[src/rtl/wake_port_regs.svh]
// Constants of the host wake-up port logic
`ifndef WAKE_PORT_REGS_SVH
`define WAKE_PORT_REGS_SVH
`define CMD_CLEAR 8'h00
`define CMD_ATTN 8'h01
`define CMD_RESET 8'h02
`define INIT_ADDR_WIDTH 20'hffff6
`define INIT_ADDR_ZERO 19'h7fffc
`define INIT_ADDR_JMP 19'h7fffd
`define IRQ_DATA_BIT 8
`define RESET_ATTN 1'b0
`define RESET_IRQ 1'b0
`define RESET_BOARD_N 1'b0
`endif

[src/rtl/wake_port_pkg.sv]
// Types of the host wake-up port logic
package wake_port_pkg;
  typedef enum logic [2:0] {
    CYC_LOCAL_FETCH = 3'h0,
    CYC_LOCAL_READ = 3'h1,
    CYC_LOCAL_WRITE = 3'h2,
    CYC_HALT = 3'h3,
    CYC_SYS_FETCH = 3'h4,
    CYC_SYS_READ = 3'h5,
    CYC_SYS_WRITE = 3'h6,
    CYC_PASSIVE = 3'h7
  } cycle_e;

  typedef struct packed {
    logic inta_n;
    logic io_read_n;
    logic local_write_strobe_n;
    logic mem_read_n;
    logic mem_write_n;
  } cmd_s;

  typedef struct packed {
    logic high_lane_enable_n;
    logic low_lane_enable_n;
    logic swap_lane_enable_n;
  } lanes_s;

  typedef struct packed {
    logic [1:0] rst_sync;
    cmd_s cmd;
    lanes_s lanes;
    logic [19:0] sys_addr;
    logic [19:0] local_addr;
    logic xcvr_direction;
    logic system_xcvr_enable;
    logic local_xcvr_enable_n;
    logic port_match_n;
    logic board_reset_n;
    logic attention_input;
    logic irq_latch;
    logic host_irq_n;
    logic jumper_read_gate_n;
    logic init_ack;
    logic [15:0] init_data;
    logic init_done;
    logic block_page_last;
  } state_s;
endpackage

[src/rtl/host_port_match_n_port_logic.sv]
// Host wake-up port, bus-cycle decode and lane steering of the disk controller
`timescale 1ns/1ps
`include "wake_port_regs.svh"
module host_port_match_n_port_logic (
  // Clock and asynchronous reset
  input wire logic sys_clk_i,
  input wire logic arst_n_i,
  // Processor bus cycle, address and data
  input wire wake_port_pkg::cycle_e cycle_status_i,
  input wire logic ale_i,
  input wire logic [19:0] proc_addr_i,
  input wire logic [15:0] proc_data_i,
  // Transceiver controls from the bus cycle logic
  input wire logic dt_r_i,
  input wire logic den_i,
  input wire logic local_xcvr_enable_n_n_i,
  // Memory width and local interrupt port write
  input wire logic mem_16bit_i,
  input wire logic irq_port_write_n_i,
  // Host I/O write cycle
  input wire logic host_io_write_i,
  input wire logic [15:0] host_io_addr_i,
  input wire logic [7:0] host_data_i,
  // Board jumpers
  input wire logic [15:0] wake_jumper_i,
  input wire logic io_16bit_jumper_i,
  input wire logic width_16_jumper_i,
  input wire logic last_page_jumper_i,
  // Command strobes, low active
  output logic inta_n_o,
  output logic io_read_n_o,
  output logic local_write_strobe_n_o,
  output logic mem_read_n_o,
  output logic mem_write_n_o,
  // Latched address and transceiver controls
  output logic [19:0] sys_addr_o,
  output logic [19:0] local_addr_o,
  output logic xcvr_direction_o,
  output logic system_xcvr_enable_o,
  output logic local_xcvr_enable_n_o,
  // Byte lane enables, low active
  output logic high_lane_enable_n_o,
  output logic low_lane_enable_n_o,
  output logic swap_lane_enable_n_o,
  // Wake-up port results and host interrupt
  output logic port_match_n_o,
  output logic board_reset_n_o,
  output logic attention_input_o,
  output logic host_irq_n_o,
  // Answers to initialization fetches and page select
  output logic jumper_read_gate_n_o,
  output logic init_ack_o,
  output logic [15:0] init_data_o,
  output logic block_page_last_o
);
  import wake_port_pkg::*;

  state_s st;
  state_s next_st;
  logic rst_n;

  ////////////////////////////////////////////////////////////////////////
  // Functions

  // Wake-up address compare, upper byte forced equal in 8-bit mode
  function automatic logic addr_hit(input logic [15:0] a, input logic [15:0] j,
                                    input logic wide);
    logic hi_ok;
    hi_ok = !wide || (a[15:8] == j[15:8]);
    return hi_ok && (a[7:0] == j[7:0]);
  endfunction

  // Bus command strobes from the processor status code
  function automatic cmd_s decode_cycle(input cycle_e c);
    cmd_s r;
    r = '{default: 1'b1};
    unique case (c)
      CYC_LOCAL_FETCH: r.inta_n = 1'b0;
      CYC_LOCAL_READ: r.io_read_n = 1'b0;
      CYC_LOCAL_WRITE: r.local_write_strobe_n = 1'b0;
      CYC_SYS_FETCH, CYC_SYS_READ: r.mem_read_n = 1'b0;
      CYC_SYS_WRITE: r.mem_write_n = 1'b0;
      CYC_HALT, CYC_PASSIVE: r = '{default: 1'b1};
    endcase
    return r;
  endfunction

  ////////////////////////////////////////////////////////////////////////
  // Lane steering
  // Lane enables from memory width and latched address bit zero
  function automatic lanes_s steer_lanes(input logic en, input logic wide,
                                         input logic a0);
    lanes_s l;
    l = '{default: 1'b1};
    if (en) begin
      // Even address: low path, and the high path too on wide memory
      l.low_lane_enable_n = a0;
      l.high_lane_enable_n = a0 || !wide;
      // Odd address: swap path alone carries the byte to the high lane
      l.swap_lane_enable_n = !a0;
    end
    return l;
  endfunction

  ////////////////////////////////////////////////////////////////////////
  // Wake-up command decode
  // Command byte to {clear, attention, reset}; other bytes do nothing
  function automatic logic [2:0] wake_action(input logic [7:0] b);
    logic [2:0] act;
    act = 3'h0;
    unique case (b)
      `CMD_CLEAR: act = 3'h4;
      `CMD_ATTN: act = 3'h2;
      `CMD_RESET: act = 3'h1;
      default: act = 3'h0;
    endcase
    return act;
  endfunction

  ////////////////////////////////////////////////////////////////////////
  // Initialization fetch decode
  // Fetch named by the latched address, as {jumpers, zeros, width}
  function automatic logic [2:0] init_slot(input logic [19:0] a, input logic rd,
                                           input logic done);
    logic live;
    live = rd && !done; // only until the jumper fetch ends the sequence; board reset restarts it
    return {live && a[19:1] == `INIT_ADDR_JMP,
            live && a[19:1] == `INIT_ADDR_ZERO,
            live && a == `INIT_ADDR_WIDTH};
  endfunction

  ////////////////////////////////////////////////////////////////////////
  // Reset image
  // Values held in reset; the board itself stays in reset after power-up
  function automatic state_s reset_state();
    state_s s;
    s = '0;
    s.cmd = '{default: 1'b1};
    s.lanes = '{default: 1'b1};
    s.local_xcvr_enable_n = 1'b1;
    s.port_match_n = 1'b1;
    s.board_reset_n = `RESET_BOARD_N;
    s.attention_input = `RESET_ATTN;
    s.irq_latch = `RESET_IRQ;
    s.host_irq_n = !`RESET_IRQ;
    s.jumper_read_gate_n = 1'b1;
    return s;
  endfunction

  // One constant shared by the asynchronous and the released-reset branch
  localparam state_s RESET_ST = reset_state();

  ////////////////////////////////////////////////////////////////////////
  // Reset release through two flops
  assign rst_n = st.rst_sync[1];

  ////////////////////////////////////////////////////////////////////////
  // Next-state logic
  always_comb begin
    logic sys_cycle;
    logic is_width;
    logic is_zero;
    logic is_jmp;
    logic hit;
    logic [2:0] act;
    sys_cycle = 1'b0;
    is_width = 1'b0;
    is_zero = 1'b0;
    is_jmp = 1'b0;
    hit = 1'b0;
    act = 3'h0;
    // Hold everything unless a rule below changes it
    next_st = st;
    // Shift ones into the reset synchroniser
    next_st.rst_sync = {st.rst_sync[0], 1'b1};
    // Command strobes follow the cycle code one clock later
    next_st.cmd = decode_cycle(cycle_status_i);
    // Latch the multiplexed address on each cycle start
    if (ale_i) begin
      next_st.sys_addr = proc_addr_i;
      next_st.local_addr = proc_addr_i;
    end
    // Transceiver controls pass through one flop
    next_st.xcvr_direction = dt_r_i;
    next_st.system_xcvr_enable = den_i;
    next_st.local_xcvr_enable_n = local_xcvr_enable_n_n_i;
    // Byte lane steering by memory width and address bit zero
    next_st.lanes = steer_lanes(den_i, mem_16bit_i, st.sys_addr[0]);
    // Wake-up port compare and command decode
    hit = host_io_write_i &&
          addr_hit(host_io_addr_i, wake_jumper_i, io_16bit_jumper_i);
    next_st.port_match_n = !hit;
    act = hit ? wake_action(host_data_i) : 3'h0;
    next_st.attention_input = act[1];
    if (act[2]) begin
      next_st.board_reset_n = 1'b1;
      next_st.irq_latch = 1'b0;
    end
    if (act[0]) begin
      next_st.board_reset_n = 1'b0;
    end
    // Interrupt set wins over a same-cycle clear command; board reset still clears it
    if (!irq_port_write_n_i && proc_data_i[`IRQ_DATA_BIT]) begin
      next_st.irq_latch = 1'b1;
    end
    if (!st.board_reset_n) begin
      next_st.irq_latch = 1'b0;
    end
    // Host line driven low while the latch is set
    next_st.host_irq_n = !next_st.irq_latch;
    // On-board answers to initialization fetches
    sys_cycle = !st.cmd.mem_read_n;
    {is_jmp, is_zero, is_width} = init_slot(st.sys_addr, sys_cycle, st.init_done);
    next_st.init_ack = is_width || is_zero || is_jmp;
    next_st.jumper_read_gate_n = !is_jmp;
    if (is_width) begin
      next_st.init_data = {15'h0000, width_16_jumper_i};
    end else if (is_jmp) begin
      next_st.init_data = wake_jumper_i; // shifted by processor
    end else begin
      next_st.init_data = 16'h0000;
    end
    if (is_jmp) begin
      next_st.init_done = 1'b1;
    end
    // Page jumper passed on to the block address logic
    next_st.block_page_last = last_page_jumper_i;
    // Board reset restarts the initialization sequence
    if (!st.board_reset_n) begin
      next_st.init_done = 1'b0;
    end
  end

  ////////////////////////////////////////////////////////////////////////
  // State register; everything but the synchroniser uses released reset
  always_ff @(posedge sys_clk_i or negedge arst_n_i) begin
    if (!arst_n_i) begin
      st <= RESET_ST;
    end else if (!rst_n) begin
      // Held in reset until ones reach the synchroniser's second flop
      st <= RESET_ST;
      st.rst_sync <= next_st.rst_sync;
    end else begin
      st <= next_st;
    end
  end

  ////////////////////////////////////////////////////////////////////////
  // Outputs straight from flops
  assign inta_n_o = st.cmd.inta_n;
  assign io_read_n_o = st.cmd.io_read_n;
  assign local_write_strobe_n_o = st.cmd.local_write_strobe_n;
  assign mem_read_n_o = st.cmd.mem_read_n;
  assign mem_write_n_o = st.cmd.mem_write_n;

  // Address and transceiver controls
  assign sys_addr_o = st.sys_addr;
  assign local_addr_o = st.local_addr;
  assign xcvr_direction_o = st.xcvr_direction;
  assign system_xcvr_enable_o = st.system_xcvr_enable;
  assign local_xcvr_enable_n_o = st.local_xcvr_enable_n;

  // Byte lane enables
  assign high_lane_enable_n_o = st.lanes.high_lane_enable_n;
  assign low_lane_enable_n_o = st.lanes.low_lane_enable_n;
  assign swap_lane_enable_n_o = st.lanes.swap_lane_enable_n;

  // Wake-up port, board reset and host interrupt
  assign port_match_n_o = st.port_match_n;
  assign board_reset_n_o = st.board_reset_n;
  assign attention_input_o = st.attention_input;
  assign host_irq_n_o = st.host_irq_n;

  // Initialization answers and page select
  assign jumper_read_gate_n_o = st.jumper_read_gate_n;
  assign init_ack_o = st.init_ack;
  assign init_data_o = st.init_data;
  assign block_page_last_o = st.block_page_last;
endmodule

[config.mk]
export PLATFORM = sky130hd
export DESIGN_NAME = host_port_match_n_port_logic
export DESIGN_NICKNAME = d
export VERILOG_FILES = /design/src/rtl/wake_port_pkg.sv /design/src/rtl/host_port_match_n_port_logic.sv
export VERILOG_INCLUDE_DIRS = /design/src /design/src/rtl
export SDC_FILE = /design/constraint.sdc
export NUM_CORES = 1
export LEC_CHECK = 0
export BUFFER_PORTS_ARGS = -buffer_cell sky130_fd_sc_hd__buf_2
export CORE_MARGIN = 3
export CORE_UTILIZATION = 45
export CTS_BUF_LIST = sky130_fd_sc_hd__clkbuf_8
export DETAILED_ROUTE_END_ITERATION = 10
export PLACE_DENSITY_LB_ADDON = 0.15
export SYNTH_ARGS = -nofsm -noshare
export SYNTH_HDL_FRONTEND = slang
export SYNTH_SLANG_ARGS = --single-unit
export TNS_END_PERCENT = 100
[constraint.sdc]
create_clock -name sys_clk_i -period 1.5 [get_ports sys_clk_i]
set_input_delay 0.225 -clock sys_clk_i [delete_from_list [all_inputs] [get_ports sys_clk_i]]
set_output_delay 0.225 -clock sys_clk_i [all_outputs]
set_load 0.01 [all_outputs]
# Word level (Yosys, flattened, before mapping)
# Index checks and enable logic that the tools add are counted.
dict set report word_totals {
  elab_cells 81
  output_inout_bits 74
  regBits 78
}
dict set report classes {
  n_eq_ne 15
  n_reduce_logical 23
  n_mux 19
}
# cell n
set ops {}
lappend ops {{$mux 76} 1}
lappend ops {{$mux 40} 1}
lappend ops {{$eq 19x19->1 const B} 2}
lappend ops {{$mux 16} 2}
lappend ops {{$eq 20x20->1 const B} 1}
lappend ops {{$eq 8x8->1} 2}
lappend ops {{$mux 1} 12}
lappend ops {{$eq 3x3->1 const B} 3}
lappend ops {{$logic_not 1->1} 9}
lappend ops {{$pmux 3 s3} 1}
lappend ops {{$eq 8x1->1 const B} 1}
lappend ops {{$eq 8x2->1 const B} 1}
lappend ops {{$logic_not 8->1} 1}
lappend ops {{$logic_and 1x1->1} 7}
lappend ops {{$mux 3} 2}
lappend ops {{$logic_or 1x1->1} 4}
lappend ops {{$eq 3x1->1 const B} 1}
lappend ops {{$eq 3x2->1 const B} 1}
lappend ops {{$logic_not 3->1} 1}
lappend ops {{$ne 3x1->1 const B} 1}
lappend ops {{$ne 3x2->1 const B} 1}
lappend ops {{$ne 2x2->1 const B} 1}
lappend ops {{$reduce_or 2->1} 1}

# Longest topological paths before layout
# Gate-level depths: netlist of run 1.
dict set report logic_depth {
  word_depth 10
  mapped_depth 6
  ltp_nobuf 5
}

# Worst setup path after synthesis of run 1
# Ideal clock, no wire load.
dict set report synth_timing {
  path_type {reg2reg}
  startpoint {register st, in the netlist sys_addr_o[10]}
  endpoint {register st, in the netlist init_data_o[10]}
  path_slack_ns 0.138
  t_arrival_ns 1.296
  n_path_buf 1
  path_stages_with_launch 7
  required_time_ns 1.434
  cell_sequence {dfrtp_1 -> nand4_1 -> nor4_2 -> nand3_1 -> nor2_2 -> buf_6 -> and2_1}
}
dict set report synth_via {
  elab_chain_cells 5
}
# element line
set synth_rtl {}
lappend synth_rtl {{from (decl)} host_port_match_n_port_logic.sv:58} ;# state_s st;
lappend synth_rtl {{from (signal assigned)} host_port_match_n_port_logic.sv:244} ;# st <= next_st;
lappend synth_rtl {{$eq 19x19->1 (no source line)} -}
lappend synth_rtl {{$logic_and 1x1->1 (no source line)} -}
lappend synth_rtl {{$mux 16} host_port_match_n_port_logic.sv:218} ;# end else if (is_jmp) begin
lappend synth_rtl {{$mux 16 *} host_port_match_n_port_logic.sv:216} ;# if (is_width) begin
lappend synth_rtl {{$mux 76 *} host_port_match_n_port_logic.sv:239} ;# end else if (!rst_n) begin
# Every way passes the cells marked *; elsewhere a longest branch is shown, timed or not.
# A chain may end at the register's enable or synchronous reset.

# Worst setup path after layout of run 1
dict set report layout_timing {
  startpoint {register st, in the netlist sys_addr_o[4]}
  endpoint {register st, in the netlist init_data_o[13]}
}
# The elaborated chain is that of the path after synthesis.

==> impl_metrics.xml, run 1 <==
<?xml version="1.0" encoding="UTF-8"?>
<metrics>
  <group name="synth">
    <metric name="yosys_register_bits" unit="">58</metric>
    <metric name="fraction_of_synthesized_cell_area_taken_by_the_top_area_cell_type" unit="%">40.64</metric>
    <metric name="synth_top_cells_by_area" unit="">sky130_fd_sc_hd__dfrtp_1 41%, sky130_fd_sc_hd__buf_4 15%, sky130_fd_sc_hd__dfstp_2 11%</metric>
    <metric name="post_syn_instances" unit="">250</metric>
    <metric name="synth_cell_types" unit="">35</metric>
    <metric name="syn_avg_cell_area" unit="µm²">11.33</metric>
    <metric name="synth.yosys.seq_area_share" unit="%">51.77</metric>
    <metric name="synthesis.nets" unit="">341</metric>
    <metric name="synth_top_cell_by_area" unit="">sky130_fd_sc_hd__dfrtp_1</metric>
    <metric name="yosysWarningCount" unit="">0</metric>
    <metric name="syn-cell-area" unit="µm²">2833</metric>
  </group>
  <group name="clock_tree">
    <metric name="insertion_delay_to_the_later_sink_of_the_worst_skew_pair" unit="ps">320</metric>
    <metric name="clkSlewWorstSetupHoldPaths" unit="ps">70</metric>
    <metric name="ctsHtreeMaxLevel" unit="">3</metric>
    <metric name="cts_inserted_buffers" unit="">9</metric>
    <metric name="root_buffer" unit="">sky130_fd_sc_hd__clkbuf_8</metric>
    <metric name="cts_tree" unit="">yes</metric>
    <metric name="cts.path.max_buffers" unit="">2</metric>
    <metric name="clkSinkCount" unit="">58</metric>
  </group>
  <group name="job">
    <metric name="maxCapViolations" unit="">0</metric>
  </group>
  <group name="finish">
    <metric name="area_of_all_placed_cells_without_fillers" unit="µm²">3577</metric>
    <metric name="mostFrequentLayoutCells" unit="">149 x sky130_fd_sc_hd__buf_2, 46 x sky130_fd_sc_hd__dfrtp_1, 22 x sky130_fd_sc_hd__nor2b_1</metric>
    <metric name="areaGrowthSynthToFinish" unit="%">26.28</metric>
    <metric name="final_nets" unit="">454</metric>
    <metric name="largest_reg_flops" unit="">20</metric>
    <metric name="finalNonFillerCells" unit="">443</metric>
    <metric name="antenna_cells_inserted" unit="">0</metric>
    <metric name="layout.cells.most_common" unit="">sky130_fd_sc_hd__buf_2</metric>
    <metric name="drive_gt1_share" unit="%">53.53</metric>
  </group>
  <group name="floorplanning">
    <metric name="fp.dieArea" unit="µm²">7283</metric>
    <metric name="row_count" unit="">28</metric>
    <metric name="dieWidth" unit="µm">85.34</metric>
    <metric name="die_height" unit="µm">85.34</metric>
    <metric name="core_region_area" unit="µm²">6026</metric>
    <metric name="initial_core_utilization" unit="%">47.01</metric>
    <metric name="io_pins" unit="">165</metric>
  </group>
  <group name="detailed_routing">
    <metric name="wl_met1" unit="µm">2370</metric>
    <metric name="iteration_0_drc_count_of_the_detailed_router" unit="">36</metric>
    <metric name="routed_wl" unit="µm">5915</metric>
    <metric name="detailroute.wirelength.met3" unit="µm">436</metric>
    <metric name="detailroute.wirelength.met2" unit="µm">3033</metric>
    <metric name="routedWlPerCell" unit="µm">13.35</metric>
    <metric name="drt-vias-per-instance" unit="">4.463</metric>
    <metric name="dr.max_layer_used" unit="">met4</metric>
    <metric name="postRouteAntennaNets" unit="">0</metric>
    <metric name="drt_drc_violations_left" unit="">0</metric>
    <metric name="drt_pre_antenna_iters" unit="">4</metric>
    <metric name="vias" unit="">1977</metric>
  </group>
  <group name="worst_hold_path">
    <metric name="worstHoldPathType" unit="">in -&gt; reg</metric>
  </group>
  <group name="global_routing">
    <metric name="initial_antenna_violation_count" unit="">0</metric>
    <metric name="grt_max_degree" unit="">59</metric>
    <metric name="grt_overflow_total" unit="">0</metric>
    <metric name="grt_pass1_wl" unit="µm">9363</metric>
    <metric name="track_usage" unit="%">16.68</metric>
    <metric name="first_global_vias" unit="">2002</metric>
  </group>
  <group name="sta">
    <metric name="final_min_period" unit="ps">1413</metric>
    <metric name="final-max-slew-violation-count" unit="">0</metric>
    <metric name="totalNegativeSetupSlack" unit="ps">0</metric>
    <metric name="clock_tree_skew_after_final_layout" unit="ps">9.353</metric>
    <metric name="layout_setup_ws" unit="ps">87.29</metric>
    <metric name="setup_viol" unit="">0</metric>
    <metric name="fmax" unit="MHz">707.9</metric>
    <metric name="rsz0062_at_grt" unit="">true</metric>
    <metric name="fin_worst_hold_slack" unit="ps">60.17</metric>
    <metric name="timing_hold_violations_final" unit="">0</metric>
    <metric name="final_min_period_over_clock_period" unit="%">94.18</metric>
  </group>
  <group name="placement">
    <metric name="place_area" unit="µm²">3341</metric>
    <metric name="placedCellCount" unit="">423</metric>
    <metric name="place_ws" unit="ps">8.648</metric>
    <metric name="io_buffers" unit="">149</metric>
    <metric name="post-dp-hpwl" unit="µm">4492</metric>
    <metric name="place_congestion" unit="">0.7619</metric>
  </group>
  <group name="setup_path">
    <metric name="r2r_cells" unit="">6</metric>
    <metric name="worst_setup_path_startpoint" unit="">sys_addr_o[4]</metric>
    <metric name="critPathMaxFanout" unit="">16</metric>
    <metric name="criticalPathCategory" unit="">reg -&gt; reg</metric>
    <metric name="cp.required" unit="ps">1750</metric>
    <metric name="r2r-end" unit="">init_data_o[13]</metric>
    <metric name="regToRegSetupSlack" unit="ps">90</metric>
    <metric name="timing.critical_path.arrival" unit="ps">1660</metric>
    <metric name="critPathCaptureType" unit="">flop</metric>
    <metric name="cp-start-kind" unit="">flop</metric>
    <metric name="regToRegStartpoint" unit="">sys_addr_o[4]</metric>
    <metric name="crit_end" unit="">init_data_o[13]</metric>
  </group>
  <group name="power_and_ir_drop">
    <metric name="total_leakage_power" unit="nW">1.920</metric>
    <metric name="vdd.ir_drop.worst" unit="mV">0.4786</metric>
    <metric name="powerDensity" unit="nW/µm²">945.2</metric>
  </group>
  <group name="run_status">
    <metric name="run_status" unit="">finished clean</metric>
  </group>
</metrics>
-- worst min-delay path by stage --
stage                                       to  cells after the start  slack (ps)        start
after floorplan              attention_input_o                      0         -70     arst_n_i
after global placement          sys_addr_o[11]                      2         250     arst_n_i
after detailed placement        sys_addr_o[16]                      2         250     arst_n_i
after CTS                 high_lane_enable_n_o                      2          50  mem_16bit_i
after global routing      high_lane_enable_n_o                      2          40  mem_16bit_i
final                     high_lane_enable_n_o                      2          60  mem_16bit_i
-- power by group --
part           internal [mW]  switching (mW)  total, mW
clock network          0.717           0.565       1.28
logic                  0.228           0.218      0.446
registers               1.62          0.0358       1.65
-- through the flow --
step	util (%)	power, mW
floorplan	-	1.944
global placement	55.44	2.119
detailed placement	55.44	2.129
CTS	58.64	3.435
global route	59.36	3.575
finish	59.36	3.381
-- synth_stat cells (all sizes together) --
| master | instances |
|---|---|
| a21oi | 1 |
| nand2 | 6 |
| o21ai | 2 |
| xnor2 | 9 |
| and2 | 18 |
| nor2 | 8 |
| or3 | 3 |
| nand4 | 10 |
| or4 | 1 |
| xor2 | 7 |
| mux2i | 21 |
| o21a | 1 |
| a32oi | 1 |
| nor2b | 22 |
| a31oi | 1 |
| dfstp | 12 |
| nor3 | 3 |
| conb | 1 |
| nand3 | 1 |
| nor4 | 3 |
| buf | 58 |
| dfrtp | 46 |
| inv | 3 |
| nand2b | 4 |
| clkbuf | 4 |
| nand3b | 2 |
| and3 | 1 |
| nor3b | 1 |
-- cells by family (layout without fill, tap and decap cells) --
| logic type | Yosys count | in the layout | share of synthesized area [%] |
|---|---|---|---|
| buf+inv | 65 | 183 | 16.34 |
| mux | 21 | 21 | 7.420 |
| flops | 58 | 58 | 51.77 |
| simple gates | 83 | 83 | 17.93 |
| xor+xnor | 16 | 16 | 4.947 |
| other cells | 1 | 1 | 0.1324 |
| compound gates | 6 | 6 | 1.458 |
-- per-layer routing --
metal | vias to the layer above | track usage (%)
met4 | 0 | 6.906
met2 | 67 | 28.39
met1 | 915 | 19.42
li1 | 988 | -
met3 | 7 | 5.243
met5 | - | 0
-- critical path, stage by stage, from the launching register on --
cell and delay (ps):
sky130_fd_sc_hd__dfrtp_1 360, sky130_fd_sc_hd__nand4_1 160, sky130_fd_sc_hd__nor4_4 290, sky130_fd_sc_hd__nand3_2 150
sky130_fd_sc_hd__nor2_4 120, sky130_fd_sc_hd__buf_12 140, sky130_fd_sc_hd__and2_1 130
-- timing repair --
item,CTS,global route
gates resized for setup,0,4
hold buffers,1,0
hold endpoints to repair,46,0
setup endpoints to repair,0,17
setup buffers,0,3
-- area by class of cell --
class                           instances  area [µm²]
Timing Repair Buffer                  164       898.4
Inverter                                3       11.26
Fill cell                             537        2449
Multi-Input combinational cell        127       924.6
Clock buffer                           12       165.2
Tap cell                               75       93.84
Clock inverter                          4       17.52
Sequential cell                        58        1466
Power figures use the tool's default switching activity.
==> run 2, diff against run 1 <==
- CORE_ASPECT_RATIO: not set -> 0.8
==> run 2 against run 1 <==
Compared with the run above:
- clock-buffer cell count shrank 3
- critical path depth is the same
- clock power grew 5%
- design area rose by 0.70%
- die area hardly changed
- largest cell class unchanged
==> impl_metrics.xml, run 2 (same netlist as run 1, synthesis figures left out) <==
<?xml version="1.0" encoding="UTF-8"?>
<metrics>
  <group name="run_status">
    <metric name="run_status" unit="">finished clean</metric>
  </group>
  <group name="setup_path">
    <metric name="timing.critical_path.arrival" unit="ps">1660</metric>
    <metric name="worst_path_dominant_cell_family" unit="">simple AND/OR/NAND/NOR gates</metric>
    <metric name="critPathMaxStageDelay" unit="ps">350</metric>
    <metric name="critical_path.n_buffers_inverters" unit="">1</metric>
    <metric name="path_cells" unit="">nand4_1, nor4_4, nand3_2, nor2_4, buf_12, and2_1</metric>
    <metric name="cp.depth" unit="">6</metric>
    <metric name="critPathMaxFanout" unit="">16</metric>
    <metric name="criticalPathCategory" unit="">reg -&gt; reg</metric>
    <metric name="cp-start-kind" unit="">flop</metric>
    <metric name="cp.required" unit="ps">1770</metric>
    <metric name="critPathCaptureType" unit="">flop</metric>
    <metric name="critical-path-slowest-cell" unit="">sky130_fd_sc_hd__dfrtp_1</metric>
    <metric name="r2r_cells" unit="">6</metric>
  </group>
  <group name="sta">
    <metric name="timing_hold_violations_final" unit="">0</metric>
    <metric name="final-max-slew-violation-count" unit="">0</metric>
    <metric name="final_min_period" unit="ps">1393</metric>
    <metric name="rsz0062_at_grt" unit="">false</metric>
    <metric name="totalNegativeSetupSlack" unit="ps">0</metric>
    <metric name="layout_setup_ws" unit="ps">107.3</metric>
    <metric name="fin_worst_hold_slack" unit="ps">51.31</metric>
    <metric name="fmax" unit="MHz">718.0</metric>
    <metric name="setup_viol" unit="">0</metric>
    <metric name="clock_tree_skew_after_final_layout" unit="ps">6.726</metric>
    <metric name="final_min_period_over_clock_period" unit="%">92.85</metric>
  </group>
  <group name="finish">
    <metric name="antenna_cells_inserted" unit="">0</metric>
    <metric name="final_core_utilization" unit="%">59.98</metric>
    <metric name="drive_gt1_share" unit="%">53.51</metric>
    <metric name="areaGrowthSynthToFinish" unit="%">27.16</metric>
    <metric name="layout.cells.most_common" unit="">sky130_fd_sc_hd__buf_2</metric>
    <metric name="largest_reg_flops" unit="">20</metric>
    <metric name="area_of_all_placed_cells_without_fillers" unit="µm²">3602</metric>
    <metric name="final_nets" unit="">456</metric>
    <metric name="mostFrequentLayoutCells" unit="">149 x sky130_fd_sc_hd__buf_2, 46 x sky130_fd_sc_hd__dfrtp_1, 22 x sky130_fd_sc_hd__nor2b_1</metric>
    <metric name="finalNonFillerCells" unit="">451</metric>
  </group>
  <group name="detailed_routing">
    <metric name="routedWlPerCell" unit="µm">12.81</metric>
    <metric name="vias" unit="">2035</metric>
    <metric name="routed_wl" unit="µm">5777</metric>
    <metric name="iteration_0_drc_count_of_the_detailed_router" unit="">31</metric>
    <metric name="drt_drc_violations_left" unit="">0</metric>
    <metric name="postRouteAntennaNets" unit="">0</metric>
    <metric name="drt_pre_antenna_iters" unit="">4</metric>
    <metric name="drt-vias-per-instance" unit="">4.512</metric>
  </group>
  <group name="global_routing">
    <metric name="initial_antenna_violation_count" unit="">0</metric>
    <metric name="grt_pass1_wl" unit="µm">9073</metric>
    <metric name="first_global_vias" unit="">1930</metric>
    <metric name="grt_overflow_total" unit="">0</metric>
    <metric name="track_usage" unit="%">16.27</metric>
    <metric name="grt_max_degree" unit="">59</metric>
  </group>
  <group name="placement">
    <metric name="place_ws" unit="ps">-94.20</metric>
    <metric name="post-dp-hpwl" unit="µm">4512</metric>
    <metric name="place_area" unit="µm²">3378</metric>
    <metric name="place_congestion" unit="">0.7303</metric>
    <metric name="io_buffers" unit="">149</metric>
    <metric name="placedCellCount" unit="">433</metric>
  </group>
  <group name="power_and_ir_drop">
    <metric name="power.total" unit="mW">3.459</metric>
    <metric name="powerDensity" unit="nW/µm²">960.2</metric>
    <metric name="vdd.ir_drop.worst" unit="mV">0.6777</metric>
    <metric name="total_leakage_power" unit="nW">1.926</metric>
  </group>
  <group name="clock_tree">
    <metric name="cts.path.max_buffers" unit="">2</metric>
    <metric name="root_buffer" unit="">sky130_fd_sc_hd__clkbuf_8</metric>
    <metric name="cts_tree" unit="">yes</metric>
    <metric name="cts_inserted_buffers" unit="">9</metric>
    <metric name="clkSlewWorstSetupHoldPaths" unit="ps">70</metric>
    <metric name="ctsHtreeMaxLevel" unit="">3</metric>
    <metric name="insertion_delay_to_the_later_sink_of_the_worst_skew_pair" unit="ps">330</metric>
    <metric name="clkSinkCount" unit="">58</metric>
  </group>
  <group name="floorplanning">
    <metric name="fp.dieArea" unit="µm²">7289</metric>
    <metric name="dieWidth" unit="µm">94.71</metric>
    <metric name="row_count" unit="">25</metric>
    <metric name="die_height" unit="µm">76.97</metric>
    <metric name="io_pins" unit="">165</metric>
    <metric name="core_region_area" unit="µm²">6006</metric>
    <metric name="initial_core_utilization" unit="%">47.17</metric>
  </group>
  <group name="job">
    <metric name="maxCapViolations" unit="">0</metric>
  </group>
  <group name="worst_hold_path">
    <metric name="worstHoldPathType" unit="">in -&gt; reg</metric>
    <metric name="hold_crit_depth" unit="">2</metric>
  </group>
</metrics>
==> run 2: changes by cell type in the layout (fill, tap and decap cells not counted) <==
cell,change
sky130_fd_sc_hd__and2_1,+1
sky130_fd_sc_hd__and2_4,-1
sky130_fd_sc_hd__buf_4,+2
sky130_fd_sc_hd__bufinv_16,+1
sky130_fd_sc_hd__clkbuf_8,-3
sky130_fd_sc_hd__clkinv_4,+1
sky130_fd_sc_hd__clkinvlp_4,+1
==> run 2: final cells by class <==
type	count	area [µm²]
inverter	3	11.26
timing repair buffer	166	913.4
multi-input combinational	127	922.1
fill	556	2404
clock inverter	7	63.81
clock buffer	9	123.9
tap	81	101.3
sequential	58	1466
==> run 2: where the power goes <==
part           internal (mW)  leakage [nW]  total (mW)  switching (mW)
Combinational          0.233          1.08       0.454           0.221
Clock                  0.751         0.102        1.35           0.604
Sequential              1.62         0.747        1.65          0.0331
==> run 2: routing by layer <==
layer  share of wire (%)  routed length, µm  GRT usage, %  vias up
met2                  47               2720         25.40       84
li1                    -                  -             -      995
met4                0.78                 45         3.890        0
met1                  42               2440         20.48      949
met3                 9.9                570         7.549        7
met5                   0                  0             0        -
==> run 2: worst paths after layout <==
check,from,endpoint,slack [ps]
worst min-delay path,mem_16bit_i,high_lane_enable_n_o,50
worst max register to register,sys_addr_o[10],init_data_o[14],110
worst min register to register,next_st[77],rst_n,350
max in group asynchronous,arst_n_i,port_match_n_o,760
worst max-delay path,sys_addr_o[10],init_data_o[14],110
min in group asynchronous,arst_n_i,init_data_o[3],430
==> run 2: what timing repair did <==
| item | in CTS | in global routing |
|---|---|---|
| buffers inserted | 0 | 1 |
| endpoints found under the hold margin | 46 | 0 |
| resized for setup | 0 | 3 |
| hold buffers | 1 | 0 |
| endpoints found under the setup margin | 0 | 15 |
==> run 3, diff against run 2 <==
- BUFFER_PORTS_ARGS: -buffer_cell sky130_fd_sc_hd__buf_2 -> -buffer_cell sky130_fd_sc_hd__buf_4
- SETUP_SLACK_MARGIN: not set -> 0.5
==> run 3 against run 2 <==
Compared with the run above:
- design area is 27% higher
- final cell count up 4.0%
- clock-buffer cell count is 2 higher
- clock power increased by 33%
- critical path depth did not move
- utilization rose by 16 points
- sequential share of layout area down 8.4 points
- register-to-register slack got worse by 50 ps
- setup slack worse by 50 ps
- power rose by 19%
- non-clock buffer count rose by 18
- wire length grew 19%
==> impl_metrics.xml, run 3 (same netlist as run 1, synthesis figures left out) <==
<?xml version="1.0" encoding="UTF-8"?>
<metrics>
  <group name="sta">
    <metric name="totalNegativeSetupSlack" unit="ps">0</metric>
    <metric name="setup_viol" unit="">0</metric>
    <metric name="fin_worst_hold_slack" unit="ps">29.65</metric>
    <metric name="final_min_period" unit="ps">1442</metric>
    <metric name="final-max-slew-violation-count" unit="">0</metric>
    <metric name="fmax" unit="MHz">693.3</metric>
    <metric name="rsz0062_at_grt" unit="">true</metric>
    <metric name="layout_setup_ws" unit="ps">57.67</metric>
    <metric name="clock_tree_skew_after_final_layout" unit="ps">6.016</metric>
    <metric name="final_min_period_over_clock_period" unit="%">96.16</metric>
    <metric name="timing_hold_violations_final" unit="">0</metric>
  </group>
  <group name="worst_hold_path">
    <metric name="holdCritStartpoint" unit="">cycle_status_i[0]</metric>
    <metric name="worstHoldPathType" unit="">in -&gt; reg</metric>
    <metric name="hold_crit_depth" unit="">2</metric>
    <metric name="worstHoldEndpoint" unit="">io_read_n_o</metric>
  </group>
  <group name="clock_tree">
    <metric name="ctsHtreeMaxLevel" unit="">3</metric>
    <metric name="clkSlewWorstSetupHoldPaths" unit="ps">70</metric>
    <metric name="clkSinkCount" unit="">58</metric>
    <metric name="cts_tree" unit="">yes</metric>
    <metric name="root_buffer" unit="">sky130_fd_sc_hd__clkbuf_8</metric>
    <metric name="cts_inserted_buffers" unit="">9</metric>
    <metric name="cts.path.max_buffers" unit="">2</metric>
    <metric name="insertion_delay_to_the_later_sink_of_the_worst_skew_pair" unit="ps">340</metric>
  </group>
  <group name="global_routing">
    <metric name="grt_overflow_total" unit="">0</metric>
    <metric name="initial_antenna_violation_count" unit="">0</metric>
    <metric name="track_usage" unit="%">18.99</metric>
    <metric name="grt_pass1_wl" unit="µm">10390</metric>
    <metric name="first_global_vias" unit="">2145</metric>
    <metric name="grt_max_degree" unit="">28</metric>
  </group>
  <group name="setup_path">
    <metric name="critPathMaxFanout" unit="">16</metric>
    <metric name="regToRegSetupSlack" unit="ps">60</metric>
    <metric name="critPathMaxStageDelay" unit="ps">380</metric>
    <metric name="timing.critical_path.arrival" unit="ps">1710</metric>
    <metric name="critical-path-slowest-cell" unit="">sky130_fd_sc_hd__dfrtp_1</metric>
    <metric name="regToRegStartpoint" unit="">sys_addr_o[9]</metric>
    <metric name="path_cells" unit="">nand4_1, nor4_4, nand3_2, nor2_4, buf_12, and2_1</metric>
    <metric name="cp-start-kind" unit="">flop</metric>
    <metric name="r2r-end" unit="">init_data_o[1]</metric>
    <metric name="criticalPathCategory" unit="">reg -&gt; reg</metric>
    <metric name="r2r_cells" unit="">6</metric>
    <metric name="critPathCaptureType" unit="">flop</metric>
    <metric name="cp.required" unit="ps">1770</metric>
  </group>
  <group name="power_and_ir_drop">
    <metric name="vdd.ir_drop.worst" unit="mV">0.5881</metric>
    <metric name="powerDensity" unit="nW/µm²">906.6</metric>
    <metric name="total_leakage_power" unit="nW">2.231</metric>
    <metric name="power.total" unit="mW">4.132</metric>
  </group>
  <group name="floorplanning">
    <metric name="initial_core_utilization" unit="%">47.17</metric>
    <metric name="dieWidth" unit="µm">94.71</metric>
    <metric name="io_pins" unit="">165</metric>
    <metric name="die_height" unit="µm">76.97</metric>
    <metric name="fp.dieArea" unit="µm²">7289</metric>
    <metric name="row_count" unit="">25</metric>
    <metric name="core_region_area" unit="µm²">6006</metric>
  </group>
  <group name="finish">
    <metric name="largest_reg_flops" unit="">20</metric>
    <metric name="areaGrowthSynthToFinish" unit="%">60.91</metric>
    <metric name="drive_gt1_share" unit="%">59.79</metric>
    <metric name="final_nets" unit="">474</metric>
    <metric name="mostFrequentLayoutCells" unit="">91 x sky130_fd_sc_hd__buf_4, 89 x sky130_fd_sc_hd__buf_6, 40 x sky130_fd_sc_hd__dfrtp_1</metric>
    <metric name="area_of_all_placed_cells_without_fillers" unit="µm²">4558</metric>
    <metric name="antenna_cells_inserted" unit="">0</metric>
    <metric name="fillers" unit="">435</metric>
    <metric name="layout.cells.most_common" unit="">sky130_fd_sc_hd__buf_4</metric>
  </group>
  <group name="job">
    <metric name="maxCapViolations" unit="">0</metric>
  </group>
  <group name="detailed_routing">
    <metric name="iteration_0_drc_count_of_the_detailed_router" unit="">41</metric>
    <metric name="vias" unit="">2171</metric>
    <metric name="routedWlPerCell" unit="µm">14.67</metric>
    <metric name="drt-vias-per-instance" unit="">4.629</metric>
    <metric name="drt_drc_violations_left" unit="">0</metric>
    <metric name="drt_pre_antenna_iters" unit="">4</metric>
    <metric name="routed_wl" unit="µm">6880</metric>
    <metric name="postRouteAntennaNets" unit="">0</metric>
  </group>
  <group name="placement">
    <metric name="place_congestion" unit="">0.7328</metric>
    <metric name="place_area" unit="µm²">3744</metric>
    <metric name="place_ws" unit="ps">-17.91</metric>
    <metric name="post-dp-hpwl" unit="µm">4869</metric>
    <metric name="io_buffers" unit="">149</metric>
  </group>
  <group name="run_status">
    <metric name="run_status" unit="">finished clean</metric>
  </group>
</metrics>
[run 3: cell count changes in the layout (fill, tap and decap cells not counted), moves of 2 or more]
cell | before | now
sky130_fd_sc_hd__clkbuf_8 | 9 | 11
sky130_fd_sc_hd__dfrtp_1 | 46 | 40
sky130_fd_sc_hd__buf_2 | 149 | 1
sky130_fd_sc_hd__buf_6 | 0 | 89
sky130_fd_sc_hd__inv_1 | 4 | 2
sky130_fd_sc_hd__bufinv_16 | 1 | 3
sky130_fd_sc_hd__dfrtp_2 | 0 | 6
sky130_fd_sc_hd__nor3_1 | 2 | 0
sky130_fd_sc_hd__buf_4 | 13 | 91
[run 3: worst max path at each step]
| stage | from | endpoint | slack, ps | cells after the start |
|---|---|---|---|---|
| 2_1_floorplan | sys_addr_o[10] | init_data_o[10] | 140 | 6 |
| 6_report | sys_addr_o[9] | init_data_o[1] | 60 | 6 |
| 3_5_place_dp | host_data_i[3] | board_reset_n_o | -20 | 5 |
| 5_1_grt | sys_addr_o[9] | init_data_o[5] | -20 | 6 |
| 4_1_cts | sys_addr_o[10] | init_data_o[13] | 20 | 6 |
| 3_3_place_gp | host_data_i[3] | board_reset_n_o | -0.5 | 5 |
[run 3: stage by stage]
| step | cells | utilization [%] |
|---|---|---|
| 2_1_floorplan | 250 | - |
| 3_3_place_gp | 433 | 62.33 |
| 3_5_place_dp | 433 | 62.33 |
| 4_1_cts | 457 | 70.85 |
| 5_1_grt | 469 | 75.90 |
| 6_report | 469 | 75.90 |
[run 3: per-layer routing]
metal	global-route usage, %	wire length (µm)	vias up
li1	-	-	1031
met1	22.76	2646	1053
met2	30.33	3553	78
met3	8.039	600	9
met4	6.916	80	0
met5	0	0	-
[run 3: where the power goes]
group          leakage [nW]  switching, mW  internal [mW]
clock                 0.129          0.614           1.19
combinational          1.36          0.254          0.411
sequential            0.739         0.0460           1.62
[run 3: layout make-up]
type | instances | area [µm²] | share of cell area [%]
clock inverters | 5 | 100.1 | 2.196
well taps | 81 | 101.3 | 2.223
repair buffers | 184 | 1740 | 38.18
multi-input cells | 127 | 979.7 | 21.49
clock buffers | 11 | 151.4 | 3.321
flip-flops and latches | 58 | 1474 | 32.34
inverters | 3 | 11.26 | 0.2470
[run 3: timing repair]
item,in CTS,in global routing
hold buffers,1,0
setup endpoints to repair,98,103
pin swaps,2,6
buffers inserted,7,11
gates cloned,0,1
gates resized for setup,52,56
hold endpoints to repair,21,0
[run 3: critical path: cells and delay by family, from the launching register on]
kind                   cells  cell delay (ps)
buffers and inverters      1              140
flip-flops                 1              380
AND/OR/NAND/NOR            5              870
